File: src/design/ldcs_pkg.sv
// package: constants and carriers for the led display control sequencer
package ldcs_pkg;
    // command classes held in the top two bits of a command byte
    localparam logic [1:0] CMD_MODE = 2'h0;
    localparam logic [1:0] CMD_DATA = 2'h1;
    localparam logic [1:0] CMD_CTRL = 2'h2;
    localparam logic [1:0] CMD_ADDR = 2'h3;
    // display control byte fields
    localparam int CTRL_ON_BIT = 3;
    localparam logic [2:0] DIM_RESET = 3'h0;
    // data setting byte fields
    localparam int DATA_FIXED_BIT = 2;
    localparam logic [1:0] RW_READ = 2'h2;
    // display ram
    localparam int RAM_WORDS = 14;
    localparam logic [3:0] ADDR_LAST = 4'hD;
    localparam logic [1:0] MODE_RESET = 2'h3;
    // key data: five bytes of three pairs
    localparam int KEY_BYTES = 5;
    // display timing: ticks per grid slot and grids per frame
    localparam int TICKS_PER_SLOT = 16;
    localparam logic [4:0] TICKS_LAST = 5'hF;
    localparam int GRIDS = 7;
    localparam logic [2:0] GRID_LAST = 3'h6;
    // oscillator tick divider: 100 MHz down to about 500 kHz
    localparam int CLK_MHZ = 100;
    localparam int TICK_NS = 2000;
    localparam int TICK_DIV = (TICK_NS * CLK_MHZ + 999) / 1000;
    localparam logic [7:0] TICK_DIV_LAST = 8'(TICK_DIV - 1);

    // settings held by the control command
    typedef struct packed {
        logic on;
        logic [2:0] dim;
    } ldcs_ctrl_t;

    // one received serial byte
    typedef struct packed {
        logic first;
        logic [7:0] data;
    } ldcs_byte_t;
endpackage

File: src/design/ldcs_serial_rx.sv
// serial front end: synchronises the pins, shifts bytes in and key data out
`timescale 1ns/1ns
`default_nettype none
module ldcs_serial_rx
    import ldcs_pkg::*;
(
    // clock and reset
    input wire logic clk,
    input wire logic rst_n,
    // pins from the host
    input wire logic frame_select,
    input wire logic sclk,
    input wire logic din,
    // read data to shift out
    input wire logic [7:0] tx_byte,
    // received byte strobe and byte, reload strobe and data-out drive
    output logic rx_valid,
    output ldcs_byte_t rx_byte,
    output logic tx_load,
    output logic dout_oe
);
    logic [2:0] stb_s1_r, stb_s2_r;
    logic sclk_d_r, first_r, load_pend_r;
    logic [2:0] bit_cnt_r;
    logic [7:0] sh_r, tx_r;
    logic rise, fall, stb_hi;

    // two-flop synchronisers on strobe, clock and data
    always_ff @(posedge clk or negedge rst_n) begin
        if (!rst_n) begin
            stb_s1_r <= 3'h7;
            stb_s2_r <= 3'h7;
        end else begin
            stb_s1_r <= {frame_select, sclk, din};
            stb_s2_r <= stb_s1_r;
        end
    end

    assign stb_hi = stb_s2_r[2];
    assign rise = stb_s2_r[1] & ~sclk_d_r & ~stb_hi;
    assign fall = ~stb_s2_r[1] & sclk_d_r & ~stb_hi;

    // edge history; clock edges while strobe is high are ignored
    always_ff @(posedge clk or negedge rst_n) begin
        if (!rst_n) begin
            sclk_d_r <= 1'b1;
        end else begin
            sclk_d_r <= stb_s2_r[1];
        end
    end

    // shift in lsb first on rising edges; strobe high drops a partial byte
    always_ff @(posedge clk or negedge rst_n) begin
        if (!rst_n) begin
            bit_cnt_r <= 3'h0;
            sh_r <= 8'h00;
            first_r <= 1'b1;
            rx_valid <= 1'b0;
            rx_byte <= '0;
        end else begin
            rx_valid <= 1'b0;
            if (stb_hi) begin
                bit_cnt_r <= 3'h0;
                first_r <= 1'b1;
            end else if (rise) begin
                sh_r <= {stb_s2_r[0], sh_r[7:1]};
                bit_cnt_r <= bit_cnt_r + 3'h1;
                if (bit_cnt_r == 3'h7) begin
                    rx_valid <= 1'b1;
                    rx_byte <= '{first: first_r,
                                 data: {stb_s2_r[0], sh_r[7:1]}};
                    first_r <= 1'b0;
                end
            end
        end
    end

    // a byte boundary arms the reload; it is done at the next fall so that
    // a read command ending at this rise has already been decoded
    always_ff @(posedge clk or negedge rst_n) begin
        if (!rst_n) begin
            load_pend_r <= 1'b0;
        end else if (stb_hi) begin
            load_pend_r <= 1'b0;
        end else if (rise & bit_cnt_r == 3'h7) begin
            load_pend_r <= 1'b1;
        end else if (fall) begin
            load_pend_r <= 1'b0;
        end
    end

    assign tx_load = fall & load_pend_r;

    // shift out on falling edges; open drain pulls low for a zero
    always_ff @(posedge clk or negedge rst_n) begin
        if (!rst_n) begin
            tx_r <= 8'hFF;
            dout_oe <= 1'b0;
        end else if (stb_hi) begin
            dout_oe <= 1'b0;
            tx_r <= 8'hFF;
        end else if (tx_load) begin
            dout_oe <= ~tx_byte[0];
            tx_r <= {1'b1, tx_byte[7:1]};
        end else if (fall) begin
            dout_oe <= ~tx_r[0];
            tx_r <= {1'b1, tx_r[7:1]};
        end
    end
endmodule
`default_nettype wire

File: src/design/ldcs_top.sv
// top: command decode, display ram, multiplex drive and key scan
`timescale 1ns/1ns
`default_nettype none
module ldcs_top
    import ldcs_pkg::*;
(
    // clock and reset
    input wire logic clk,
    input wire logic rst_n,
    // serial port
    input wire logic frame_select,
    input wire logic sclk,
    input wire logic din,
    output logic dout_oe,
    // key matrix
    input wire logic [2:0] key_return_lines,
    // display drive
    output logic [13:0] segment_key_source_lines,
    output logic [6:0] grid_lines,
    // status
    output logic display_on,
    output logic [1:0] display_mode
);
    typedef enum logic [2:0] {
        ST_IDLE = 3'b001,
        ST_WRITE = 3'b010,
        ST_READ = 3'b100
    } ldcs_state_t;

    ldcs_state_t state_r;
    ldcs_ctrl_t ctrl_r;
    logic scan_en_r, fixed_r, blank_r;
    logic [1:0] mode_r;
    logic [3:0] addr_r;
    logic [7:0] ram_r [RAM_WORDS];
    logic [7:0] key_r [KEY_BYTES];
    logic [2:0] key_idx_r;
    logic rx_valid, tx_load;
    ldcs_byte_t rx_byte;
    logic [7:0] tx_byte;
    logic [7:0] div_r;
    logic tick;
    logic [4:0] tick_r;
    logic [2:0] grid_r;
    logic frame_r;
    logic [2:0] kin_s1_r, kin_s2_r;
    logic [15:0] seg_word;
    logic [4:0] on_ticks;

    // on-time in sixteenths for each dim code
    function automatic logic [4:0] dim_ticks(input logic [2:0] code);
        case (code)
            3'h0: dim_ticks = 5'h01;
            3'h1: dim_ticks = 5'h02;
            3'h2: dim_ticks = 5'h04;
            3'h3: dim_ticks = 5'h0A;
            3'h4: dim_ticks = 5'h0B;
            3'h5: dim_ticks = 5'h0C;
            3'h6: dim_ticks = 5'h0D;
            default: dim_ticks = 5'h0E;
        endcase
    endfunction

    ldcs_serial_rx u_rx (
        .clk(clk),
        .rst_n(rst_n),
        .frame_select(frame_select),
        .sclk(sclk),
        .din(din),
        .tx_byte(tx_byte),
        .rx_valid(rx_valid),
        .rx_byte(rx_byte),
        .tx_load(tx_load),
        .dout_oe(dout_oe)
    );

    // command decode and control state
    always_ff @(posedge clk or negedge rst_n) begin
        if (!rst_n) begin
            ctrl_r <= '{on: 1'b0, dim: DIM_RESET};
            scan_en_r <= 1'b0;
            blank_r <= 1'b0;
            mode_r <= MODE_RESET;
            fixed_r <= 1'b0;
            state_r <= ST_IDLE;
        end else if (rx_valid && rx_byte.first) begin
            case (rx_byte.data[7:6])
                CMD_CTRL: begin
                    // bits 5:4 are don't care
                    ctrl_r.on <= rx_byte.data[CTRL_ON_BIT];
                    ctrl_r.dim <= rx_byte.data[2:0];
                    scan_en_r <= 1'b1;
                    blank_r <= 1'b0;
                end
                CMD_MODE: begin
                    if (rx_byte.data[1:0] != mode_r) begin
                        blank_r <= 1'b1;
                    end
                    mode_r <= rx_byte.data[1:0];
                end
                CMD_DATA: begin
                    fixed_r <= rx_byte.data[DATA_FIXED_BIT];
                    state_r <= (rx_byte.data[1:0] == RW_READ) ?
                        ST_READ : ST_WRITE;
                end
                default: state_r <= ST_WRITE;
            endcase
        end
    end

    // address pointer and display ram writes; ram is not cleared
    always_ff @(posedge clk or negedge rst_n) begin
        if (!rst_n) begin
            addr_r <= 4'h0;
        end else if (rx_valid) begin
            if (rx_byte.first && rx_byte.data[7:6] == CMD_ADDR) begin
                addr_r <= rx_byte.data[3:0];
            end else if (!rx_byte.first && state_r == ST_WRITE &&
                         addr_r <= ADDR_LAST) begin
                if (!fixed_r) begin
                    addr_r <= addr_r + 4'h1;
                end
            end
        end
    end

    always_ff @(posedge clk) begin
        if (rx_valid && !rx_byte.first && state_r == ST_WRITE &&
            addr_r <= ADDR_LAST) begin
            ram_r[addr_r] <= rx_byte.data;
        end
    end

    // key read pointer: restarts at each command, steps per byte shifted
    always_ff @(posedge clk or negedge rst_n) begin
        if (!rst_n) begin
            key_idx_r <= 3'h0;
        end else if (rx_valid && rx_byte.first) begin
            key_idx_r <= 3'h0;
        end else if (tx_load && state_r == ST_READ &&
                     key_idx_r < 3'(KEY_BYTES)) begin
            key_idx_r <= key_idx_r + 3'h1;
        end
    end

    assign tx_byte = (state_r == ST_READ && key_idx_r < 3'(KEY_BYTES)) ?
        key_r[key_idx_r] : 8'hFF;

    // tick divider standing in for the rc oscillator
    always_ff @(posedge clk or negedge rst_n) begin
        if (!rst_n) begin
            div_r <= 8'h00;
        end else begin
            div_r <= (div_r == TICK_DIV_LAST) ? 8'h00 : div_r + 8'h01;
        end
    end
    assign tick = (div_r == TICK_DIV_LAST);

    // slot, grid and frame counters; two frames per key scan
    always_ff @(posedge clk or negedge rst_n) begin
        if (!rst_n) begin
            tick_r <= 5'h00;
            grid_r <= 3'h0;
            frame_r <= 1'b0;
        end else if (tick && scan_en_r) begin
            if (tick_r == TICKS_LAST) begin
                tick_r <= 5'h00;
                if (grid_r == GRID_LAST) begin
                    grid_r <= 3'h0;
                    frame_r <= ~frame_r;
                end else begin
                    grid_r <= grid_r + 3'h1;
                end
            end else begin
                tick_r <= tick_r + 5'h01;
            end
        end
    end

    // key return synchroniser
    always_ff @(posedge clk or negedge rst_n) begin
        if (!rst_n) begin
            kin_s1_r <= 3'h0;
            kin_s2_r <= 3'h0;
        end else begin
            kin_s1_r <= key_return_lines;
            kin_s2_r <= kin_s1_r;
        end
    end

    // latch keys at the last tick of each of the first five slots: bits 2:0 in the first frame, bits 5:3 in the second
    always_ff @(posedge clk) begin
        if (tick && scan_en_r && frame_r && tick_r == TICKS_LAST &&
            grid_r < 3'h5) begin
            key_r[grid_r] <= {2'b00, kin_s2_r, key_r[grid_r][2:0]};
        end else if (tick && scan_en_r && !frame_r &&
                     tick_r == TICKS_LAST && grid_r < 3'h5) begin
            key_r[grid_r][2:0] <= kin_s2_r;
        end
    end

    assign seg_word = {ram_r[{grid_r, 1'b1}], ram_r[{grid_r, 1'b0}]};
    assign on_ticks = dim_ticks(ctrl_r.dim);

    // drive: frame 0 lights segments, frame 1 walks key sources
    always_ff @(posedge clk or negedge rst_n) begin
        if (!rst_n) begin
            segment_key_source_lines <= 14'h0000;
            grid_lines <= 7'h00;
        end else if (!frame_r && ctrl_r.on && !blank_r &&
                     tick_r < on_ticks) begin
            segment_key_source_lines <= seg_word[13:0];
            grid_lines <= 7'(7'h01 << grid_r);
        end else if (frame_r && scan_en_r && grid_r < 3'h5) begin
            segment_key_source_lines <= 14'(14'h0003 << {grid_r, 1'b0});
            grid_lines <= 7'h00;
        end else begin
            segment_key_source_lines <= 14'h0000;
            grid_lines <= 7'h00;
        end
    end

    assign display_on = ctrl_r.on & ~blank_r;
    assign display_mode = mode_r;

    // lit outputs only while the display is switched on
    off_dark_a: assert property (@(posedge clk)
        disable iff (!rst_n) !ctrl_r.on |=> grid_lines == 7'h00)
        else $error("grid driven while display off");
    blank_hold_a: assert property (@(posedge clk)
        disable iff (!rst_n) blank_r |=> grid_lines == 7'h00)
        else $error("grid driven while blanked");
    // width judged against the dim code in force when the drive was set
    dim_width_a: assert property (@(posedge clk)
        disable iff (!rst_n)
        (grid_lines != 7'h00) |-> $past(tick_r) < $past(on_ticks))
        else $error("segment lit beyond dim width");
    ctrl_take_a: assert property (@(posedge clk)
        disable iff (!rst_n)
        rx_valid && rx_byte.first && rx_byte.data[7:6] == CMD_CTRL
        |=> ctrl_r.dim == $past(rx_byte.data[2:0]) && scan_en_r)
        else $error("control byte not taken");
    ctrl_on_a: assert property (@(posedge clk)
        disable iff (!rst_n)
        rx_valid && rx_byte.first && rx_byte.data[7:6] == CMD_CTRL
        |=> ctrl_r.on == $past(rx_byte.data[3]))
        else $error("on bit not taken");
    scan_idle_a: assert property (@(posedge clk)
        disable iff (!rst_n)
        !scan_en_r |-> tick_r == 5'h00 && grid_r == 3'h0)
        else $error("scan running before first control");
    slot_len_a: assert property (@(posedge clk)
        disable iff (!rst_n) tick_r <= TICKS_LAST)
        else $error("slot tick out of range");
    dim_map_a: assert property (@(posedge clk)
        disable iff (!rst_n) ctrl_r.dim == 3'h3 |-> on_ticks == 5'h0A)
        else $error("dim code 3 maps wrongly");
    key_source_a: assert property (@(posedge clk)
        disable iff (!rst_n)
        (segment_key_source_lines != 14'h0000 && grid_lines == 7'h00)
        |-> $past(frame_r))
        else $error("key source outside scan frame");
endmodule
`default_nettype wire

File: config.mk
export PLATFORM = sky130hd
export DESIGN_NAME = ldcs_top
export DESIGN_NICKNAME = d
export VERILOG_FILES = /design/src/design/ldcs_pkg.sv /design/src/design/ldcs_serial_rx.sv /design/src/design/ldcs_top.sv
export SDC_FILE = /design/constraint.sdc
export NUM_CORES = 1
export LEC_CHECK = 0
export BUFFER_PORTS_ARGS = -buffer_cell sky130_fd_sc_hd__buf_2
export CORE_UTILIZATION = 61
export DETAILED_ROUTE_END_ITERATION = 10
export PLACE_DENSITY = 0.76
export SETUP_SLACK_MARGIN = 0.15
export SLEW_MARGIN = 10
export SYNTH_ARGS = -nofsm -noshare
export SYNTH_HDL_FRONTEND = slang
export SYNTH_SLANG_ARGS = --single-unit
File: constraint.sdc
create_clock -name clk -period 2.78 [get_ports clk]
set_input_delay 0.834 -clock clk [delete_from_list [all_inputs] [get_ports clk]]
set_output_delay 0.834 -clock clk [all_outputs]
set_load 0.01 [all_outputs]
==> results.py, run 1 <==
metrics = {
    "pwr": {
        "seqPwrFrac_pct": 55.3,
        "p_leak_nw": 3.86,
        "p_switching_mw": 1.35,
        "clkPwrFrac_pct": 43.2,
        "internal_power_mw": 5.28,
        "power_density_nw_per_um2": 646,
        "combPwrFrac_pct": 1.5,
        "p_sw_share_pct": 20.4,
        "ir_worst_vdd_mv": 0.626,
    },
    "timing": {
        "hold-worst-slack_ps": 348,
        "max_freq_mhz": 422,
        "hold_violations": 0,
        "max_slew_margin_pct": 40.6,
        "rsz0062_at_grt": "no",
        "setup_viol": 0,
        "finClkSkew_ps": 15.8,
        "worst_pin_slew_ps": 892,
        "timing.final.ws_setup_ps": 412,
        "maxSlewViolCount": 0,
        "fin_setup_tns_ps": 0,
        "timing.final.crit_share_pct": 85.2,
        "fin_crit_ps": 2370,
    },
    "worst_setup_path": {
        "path_max_fanout": 9,
        "reg2reg_from": "u_rx.rx_byte[8]",
        "endpoint_kind": "flip-flop",
        "startpoint_type": "flip-flop",
        "cp-startpoint": "u_rx.rx_byte[8]",
        "cp_data_required_time_ps": 2910,
        "arrival_ps": 2500,
        "crit_type": "flip-flop to flip-flop",
        "reg2reg_setup_slack_ps": 410,
    },
    "synth": {
        "synth_seq_cells": 228,
        "syn-cell-area_sq_um": 9180,
        "yosysTopAreaCell": "edfxtp_1",
        "synth_warnings": 0,
        "ys_seq_area_share_pct": 69.3,
        "yosysUniqueCellTypes": 46,
        "synth_top_area_share_pct": 41.9,
        "synth_area_leaders": "edfxtp_1 42%, dfrtp_1 22%, dfstp_2 5.1%",
        "synth_flop_cell": "edfxtp_1",
        "avgSynthCellArea_sq_um": 14.4,
        "synth_edf_count": 128,
        "ys_async_sr_fraction_pct": 43.9,
        "syn_inst": 638,
        "synth_nets": 659,
    },
    "clock_tree": {
        "cts_resized": 0,
        "cts_buffers": 23,
        "hold_buffers": 0,
        "clk_latency_ps": 510,
        "clockBufferDepth": 3,
        "post_cts_buffers": 0,
        "tritoncts": "done",
        "root_buffer": "clkbuf_16",
        "cts.sinks": 228,
        "h-tree-depth": 1,
        "clkTransAtPathRegs_ps": 70,
    },
    "grt": {
        "gr-total-overflow": 0,
        "grt_use_total_pct": 23.6,
        "grt_first_pass_wirelength_um": 28500,
        "antenna_found_initial": 0,
        "grt_max_degree": 52,
        "first_global_vias": 5367,
    },
    "die": {
        "io_pins": 33,
        "fp.dieW_um": 125,
        "coreArea_sq_um": 14600,
        "num_rows": 44,
        "start_util_pct": 63.0,
        "dieArea_sq_um": 15600,
        "die_h_um": 125,
    },
    "placed_design": {
        "place_ws_ps": 457,
        "dp_hpwl_um": 11700,
        "gp_congestion": 0.833,
        "io_buffers": 32,
        "post_dp_cell_area_sq_um": 9550,
    },
    "route": {
        "dr.first_iter.drc_count": 425,
        "post_drt_wl_per_cell_um": 20.3,
        "antenna_left": 0,
        "drc_errors": 0,
        "first_pass_iters": 5,
        "via_per_inst": 6.04,
        "routed_wl_um": 17900,
        "via_count": 5306,
    },
    "worst_hold_path": {
        "worstHoldStart": "kin_s1_r[1]",
        "min-delay-path-class": "flip-flop to flip-flop",
    },
    "final_layout": {
        "design_area_sq_um": 10300,
        "final_nets": 699,
        "syn_to_final_growth_pct": 11.7,
        "drive_above_1_share_pct": 21.3,
        "utilization_pct": 70.3,
        "antenna_cells": 0,
    },
    "job": {
        "cap_violations": 0,
    },
    "run_status": {
        "outcome": "finished clean",
    },
}
[power groups by stage]
stage / combinational, mW / sequential [mW] / clock [mW]
2_1_floorplan: 0.0580 / 3.71 / 0
3_3_place_gp: 0.0981 / 3.73 / 0
3_5_place_dp: 0.103 / 3.73 / 0
4_1_cts: 0.104 / 3.67 / 2.91
5_1_grt: 0.114 / 3.67 / 3.05
6_report: 0.101 / 3.67 / 2.86
[path summary, 6_finish.rpt]
check	end	depth (start not counted)
setup / recovery	ram_r[8][0]	4
hold / removal	kin_s2_r[1]	0
setup reg to reg	ram_r[8][0]	4
hold reg to reg	kin_s2_r[1]	0
max in group asynchronous	div_r[2]	2
min in group asynchronous	ctrl_r[0]	1
[critical path, stage by stage, from the launching register on]
cell     delay [ps]
dfrtp_1         470
or4b_4          530
nor2_1          240
nand2_1         160
nor2_1          590
[cell usage after synthesis (2+ instances only)]
library cell    n
mux4_2         10
dfstp_2        18
nor4bb_1        2
and3_1          6
a31oi_1         2
nor3_1         15
a22o_1          2
nor2b_1        11
xor2_1          5
buf_2           7
ha_1           13
a21o_1          2
nand4_1         5
buf_4           3
o22ai_1        10
nand3_1        14
and2_1          3
nand2b_1        9
inv_1           6
a211oi_1        7
xnor2_1         7
o21ai_0        47
o21a_1          2
nand3b_1        3
edfxtp_1      128
dfrtp_1        82
nor4b_1         4
nand4b_1        2
nor2_1         44
mux2_2         26
mux2i_1        44
clkbuf_1       22
nand2_1        34
a21oi_1        29
nor4_1          3
[cells by family (layout without fill, tap and decap cells)]
kind of cell | after synthesis | count (layout) | share of synthesized area, %
adder cells (fa/ha/maj) | 13 | 13 | 1.77
flip-flops | 228 | 228 | 69.3
AO/OA/AOI/OAI | 104 | 104 | 6.53
AND/OR/NAND/NOR | 160 | 160 | 8.80
buffers and inverters | 41 | 98 | 1.98
multiplexers | 80 | 80 | 10.4
XOR/XNOR | 12 | 12 | 1.14
[state kept, by name, summed over array words and instances (netlist names), 5 cells and up]
signal,flops
ram_r,98
key_r,30
segment_key_source_lines,14
u_rx.rx_byte,9
div_r,8
grid_lines,7
u_rx.sh_r,7
u_rx.tx_r,7
tick_r,5
[layer usage]
layer  vias up  share of wire, %  track usage (%)
met3        32               5.9             3.99
li1       2444                 -                -
met5         -                 0                0
met2       165                48             37.6
met1      2665                44             33.7
met4         0               2.4             6.80
[cell usage in the layout, fill, tap and decap left out, drive strengths merged, types with 9 or more instances in the layout]
cell type and n:
edfxtp 128, dfrtp 82, buf 49, o21ai 47
nor2 45, mux2i 44, nand2 34, a21oi 29
clkbuf 29, mux2 26, dfstp 18, nor3 15
nand3 14, ha 13, nor2b 11, mux4 10
o22ai 10, nand2b 9, clkinv 9, inv 9
[through the flow]
| step | power, mW | cells |
|---|---|---|
| finish | 6.63 | 879 |
| global placement | 3.83 | 837 |
| CTS | 6.68 | 879 |
| detailed placement | 3.84 | 837 |
| global route | 6.84 | 879 |
| floorplan | 3.77 | 638 |
[cell type report]
class / instances / area, sq um
well taps: 184 / 230
clock inverters: 13 / 78.8
clock buffers: 29 / 628
repair buffers: 49 / 290
flip-flops and latches: 228 / 6370
fillers: 966 / 4330
multi-input cells: 369 / 2630
inverters: 7 / 26.3
No activity file was read; power rests on OpenSTA's default activity.
==> run 2, diff against run 1 <==
Settings changed: BUFFER_PORTS_ARGS -buffer_cell sky130_fd_sc_hd__buf_2 to not set, CORE_UTILIZATION 61 to 63, DONT_BUFFER_PORTS set to 1.
==> run 2 against run 1 <==
Compared with the run above: utilization up 1.7 points; worst setup slack better by 31 ps; die area down 3.1%; sequential power about the same; sequential cell count unchanged; critical path depth unchanged; final area down 1.5%; routed wire length down 2.6%; clock skew up 4.4 ps; via count down 3.6%; fmax up 1.3%; critical path type unchanged; register-to-register slack better by 30 ps; largest power group unchanged.
==> results.py, run 2 (synthesized netlist as in run 1, its figures left out) <==
metrics = {
    "run_status": {
        "outcome": "finished clean",
    },
    "clock_tree": {
        "clkTransAtPathRegs_ps": 60,
        "clockBufferDepth": 3,
        "clk_latency_ps": 500,
        "hold_buffers": 0,
        "root_buffer": "clkbuf_16",
        "tritoncts": "done",
        "h-tree-depth": 1,
        "cts_resized": 0,
        "post_cts_buffers": 0,
        "cts.sinks": 228,
        "cts_buffers": 23,
    },
    "route": {
        "antenna_left": 0,
        "dr.first_iter.drc_count": 384,
        "via_count": 5116,
        "via_per_inst": 6.09,
        "post_drt_wl_per_cell_um": 20.7,
        "routed_wl_um": 17400,
        "drc_errors": 0,
        "first_pass_iters": 5,
    },
    "pwr": {
        "ir_worst_vdd_mv": 0.545,
        "fin_total_pwr_mw": 6.72,
        "p_leak_nw": 3.68,
        "power_density_nw_per_um2": 665,
    },
    "worst_setup_path": {
        "arrival_ps": 2450,
        "reg2reg_setup_slack_ps": 440,
        "reg2reg_depth": 4,
        "cp_data_required_time_ps": 2900,
        "endpoint_kind": "flip-flop",
        "path_buf_inv": 0,
        "critical_path.top_delay_family": "simple AND/OR/NAND/NOR gates",
        "crit_type": "flip-flop to flip-flop",
        "cp_slowest_cell": "or4b_4",
        "path_max_fanout": 9,
        "worst-path-stages": 4,
        "cp_common_cell": "nor2_1",
        "path_cells": "or4b_4, nor2_1, nand2_1, nor2_1",
        "critical-path-max-stage-delay_ps": 550,
        "startpoint_type": "flip-flop",
    },
    "final_layout": {
        "final_cell_mix": "128 x edfxtp_1, 81 x dfrtp_1, 47 x o21ai_0",
        "final_nets": 665,
        "largestRegisters": "ram_r: 98 flops, key_r: 30 flops, segment_key_source_lines: 14 flops",
        "multi_input_area_sq_um": 2630,
        "regArea_sq_um": 6370,
        "antenna_cells": 0,
        "fill_cells": 889,
        "largest_register_ffs": 98,
        "regMostFlops": "ram_r",
        "syn_to_final_growth_pct": 10.0,
        "final_common_cell": "edfxtp_1",
        "drive_above_1_share_pct": 16.8,
    },
    "timing": {
        "rsz0062_at_grt": "no",
        "fin_crit_ps": 2340,
        "finClkSkew_ps": 20.2,
        "fin_setup_tns_ps": 0,
        "timing.final.crit_share_pct": 84.0,
        "hold-worst-slack_ps": 20.6,
        "timing.final.ws_setup_ps": 444,
        "maxSlewViolCount": 0,
        "worst_pin_slew_ps": 810,
        "hold_violations": 0,
        "max_freq_mhz": 428,
        "setup_viol": 0,
        "max_slew_margin_pct": 46.0,
    },
    "die": {
        "io_pins": 33,
        "start_util_pct": 65.4,
        "dieArea_sq_um": 15100,
        "die_h_um": 123,
        "coreArea_sq_um": 14000,
        "num_rows": 43,
        "fp.dieW_um": 123,
    },
    "placed_design": {
        "dp_hpwl_um": 11300,
        "gp_congestion": 0.812,
        "place_ws_ps": 453,
        "io_buffers": 0,
    },
    "grt": {
        "first_global_vias": 5181,
        "antenna_found_initial": 0,
        "gr-total-overflow": 0,
        "grt_use_total_pct": 24.7,
        "grt_first_pass_wirelength_um": 28000,
        "grt_max_degree": 101,
    },
    "job": {
        "cap_violations": 0,
    },
    "worst_hold_path": {
        "min-delay-path-class": "input pin to asynchronous set/reset pin",
    },
}
==> run 2: layout make-up <==
class	instances	share of cell area, %
sequential	228	63.0
multi-input combinational	369	26.1
clock buffer	30	6.15
tap	180	2.23
clock inverter	11	1.15
timing repair buffer	15	1.11
inverter	7	0.260
==> run 2: final timing paths <==
path / end / from
hold reg to reg: kin_s2_r[2] / kin_s1_r[2]
setup reg to reg: ram_r[12][2] / u_rx.rx_byte[8]
hold / removal: tick_r[2] / rst_n
min in group clk: u_rx.stb_s1_r[2] / frame_select
setup / recovery: ram_r[12][2] / u_rx.rx_byte[8]
max in group asynchronous: state_r[0] / rst_n
==> run 2: power by group <==
group          internal, mW  switching (mW)  leakage (nW)
Sequential             3.62          0.0473          2.37
Clock                  1.77            1.22         0.353
Combinational        0.0404          0.0221         0.958
==> run 2: worst register-to-register path, cell delays in order, from the launching register on <==
cell and delay, ps:
dfrtp_1 470, or4b_4 550, nor2_1 250, nand2_1 150, nor2_1 550
==> run 2: metal layers <==
layer / up-vias / track usage, % / routed length, um
met2: 142 / 41.7 / 8730
met4: 0 / 7.16 / 325
li1: 2377 / - / -
met3: 30 / 4.14 / 913
met5: - / 0 / 0
met1: 2567 / 33.2 / 7450
==> run 2: stage by stage <==
step,std cells,area [sq um],utilization [%]
after floorplan,638,9180,-
after global placement,799,9370,66.7
after detailed placement,799,9370,66.7
after CTS,840,10100,72.0
after global routing,840,10100,72.0
final,840,10100,72.0
==> run 3, diff against run 2 <==
Settings changed: CORE_UTILIZATION 63 to 57, PLACE_DENSITY 0.76 to 0.72.
Clock period 2.78 ns to 2.1 ns, I/O delays scaled along.
==> run 3 against run 2 <==
Compared with the run above: the flow now finishes with violations (design-rule violations, negative hold slack); die area up 10%; final cell count up 8.2%; worst setup slack got worse by 280 ps; non-clock buffer count is 30 higher; power increased by 35%; sequential cell count stayed put; clock skew down 10 ps; routed wire length rose by 5.1%; first-iteration DRC count down 13%; largest power group unchanged.
==> results.py, run 3 (synthesized netlist as in run 1, its figures left out) <==
metrics = {
    "run_status": {
        "outcome": "finished with violations",
        "violations": "design-rule violations, negative hold slack",
    },
    "route": {
        "routed_wl_um": 18300,
        "dr.first_iter.drc_count": 335,
        "drc_errors": 1,
        "antenna_left": 0,
        "via_count": 5246,
        "via_per_inst": 5.77,
        "post_drt_wl_per_cell_um": 20.1,
        "first_pass_iters": 7,
    },
    "grt": {
        "grt_first_pass_wirelength_um": 28700,
        "gr-total-overflow": 0,
        "grt_max_degree": 101,
        "first_global_vias": 5430,
        "grt_use_total_pct": 23.1,
        "antenna_found_initial": 0,
    },
    "worst_setup_path": {
        "reg2reg_setup_slack_ps": 160,
        "crit_type": "flip-flop to flip-flop",
        "critPathCapture": "grid_lines[2]",
        "reg2reg_from": "ctrl_r[0]",
        "cp_data_required_time_ps": 2510,
        "reg2reg_depth": 7,
        "startpoint_type": "flip-flop",
        "path_max_fanout": 7,
        "cp-startpoint": "ctrl_r[0]",
        "endpoint_kind": "flip-flop",
        "arrival_ps": 2350,
        "rr_endpoint": "grid_lines[2]",
    },
    "die": {
        "die_h_um": 129,
        "io_pins": 33,
        "coreArea_sq_um": 15800,
        "num_rows": 46,
        "dieArea_sq_um": 16600,
        "start_util_pct": 58.0,
        "fp.dieW_um": 129,
    },
    "pwr": {
        "seqPwrFrac_pct": 53.7,
        "power_density_nw_per_um2": 847,
        "p_sw_share_pct": 18.8,
        "p_leak_nw": 3.90,
        "ir_worst_vdd_mv": 0.682,
        "p_switching_mw": 1.70,
        "combPwrFrac_pct": 0.9,
        "internal_power_mw": 7.34,
        "clkPwrFrac_pct": 45.4,
    },
    "clock_tree": {
        "clk_latency_ps": 510,
        "clkTransAtPathRegs_ps": 60,
        "clockBufferDepth": 3,
        "cts_buffers": 24,
        "tritoncts": "done",
        "root_buffer": "clkbuf_16",
        "cts.sinks": 228,
        "h-tree-depth": 1,
    },
    "placed_design": {
        "gp_congestion": 0.814,
        "place_ws_ps": 31.9,
        "io_buffers": 0,
        "dp_hpwl_um": 12000,
    },
    "timing": {
        "worst_pin_slew_ps": 739,
        "fin_crit_ps": 1940,
        "max_slew_margin_pct": 50.7,
        "maxSlewViolCount": 0,
        "timing.final.crit_share_pct": 92.3,
        "hold-worst-slack_ps": -183,
        "finClkSkew_ps": 9.84,
        "rsz0062_at_grt": "yes",
        "fin_setup_tns_ps": 0,
        "max_freq_mhz": 516,
        "setup_viol": 0,
        "timing.final.ws_setup_ps": 162,
        "hold_violations": 82,
    },
    "final_layout": {
        "drive_above_1_share_pct": 24.8,
        "multi_input_area_sq_um": 2850,
        "final_cell_mix": "128 x edfxtp_1, 77 x dfrtp_1, 43 x mux2i_1",
        "fill_cells": 1102,
        "regMostFlops": "ram_r",
        "regArea_sq_um": 6370,
        "syn_to_final_growth_pct": 16.2,
        "final_common_cell": "edfxtp_1",
        "largestRegisters": "ram_r: 98 flops, key_r: 30 flops, segment_key_source_lines: 14 flops",
        "largest_register_ffs": 98,
        "antenna_cells": 0,
        "utilization_pct": 67.4,
        "final_nets": 696,
    },
    "worst_hold_path": {
        "min-delay-path-class": "input pin to asynchronous set/reset pin",
    },
    "job": {
        "cap_violations": 0,
    },
}
run 3: cell types whose count changed in the layout (fill, tap and decap cells not counted), moves of 4 or more:
cell        before  now
buf_4           15   40
dfrtp_1         81   77
clkinv_2         4    0
nor2_4           0    4
o21ai_1          0   10
nor3_1          15    6
nor2_1          44   37
clkinvlp_4       4    0
clkbuf_1         5   12
nor3_2           0    8
o21ai_0         47   37
dfrtp_2          1    5
run 3: through the flow:
stage / hold WS, ps / instances / power, mW / instance area (sq um)
floorplan: 331 / 638 / 4.99 / 9240
global placement: 333 / 856 / 5.02 / 9650
detailed placement: 337 / 856 / 5.03 / 9650
CTS: -205 / 904 / 9.13 / 10500
global route: -206 / 909 / 9.33 / 10700
finish: -183 / 909 / 9.04 / 10700
run 3: layout make-up:
| type | instances | area share [%] |
|---|---|---|
| inverters | 7 | 0.246 |
| clock inverters | 2 | 0.340 |
| multi-input cells | 369 | 26.7 |
| clock buffers | 42 | 6.93 |
| flip-flops and latches | 228 | 59.7 |
| repair buffers | 45 | 3.59 |
| well taps | 216 | 2.53 |
run 3: routing by layer:
metal / up-vias / track usage (%) / wire, um
li1: 2435 / - / -
met1: 2655 / 30.3 / 7800
met2: 113 / 38.8 / 9220
met3: 43 / 3.12 / 750
met4: 0 / 10.1 / 536
met5: - / 0 / 0
run 3: worst min-delay path by stage:
stage / from / to / slack (ps) / cells past startpoint
4_1_cts: rst_n / segment_key_source_lines[10] / -200 / 0
5_1_grt: rst_n / segment_key_source_lines[2] / -210 / 0
3_5_place_dp: rst_n / div_r[7] / 340 / 0
6_report: rst_n / div_r[7] / -180 / 0
2_1_floorplan: rst_n / addr_r[0] / 330 / 0
3_3_place_gp: kin_s1_r[2] / kin_s2_r[2] / 330 / 0
run 3: power groups by stage:
stage	clock, mW	sequential, mW	combinational, mW
finish	4.10	4.86	0.0846
floorplan	0	4.92	0.0768
global route	4.37	4.87	0.0955
CTS	4.19	4.86	0.0859
detailed placement	0	4.94	0.0849
global placement	0	4.94	0.0807
run 3: worst max-delay path: stages (launching register included):
cell     delay (ps)
dfrtp_2         450
mux2i_2         250
ha_1            280
and3_1          160
a21oi_1         140
nand3_2         130
buf_6           170
nor4b_4         270
run 3: what timing repair did:
action / in CTS / in global routing
pin swaps: 5 / 9
endpoints found under the hold margin: 100 / 100
setup buffers: 4 / 5
gates resized for setup: 12 / 35
cloned: 0 / 0
endpoints found under the setup margin: 107 / 72
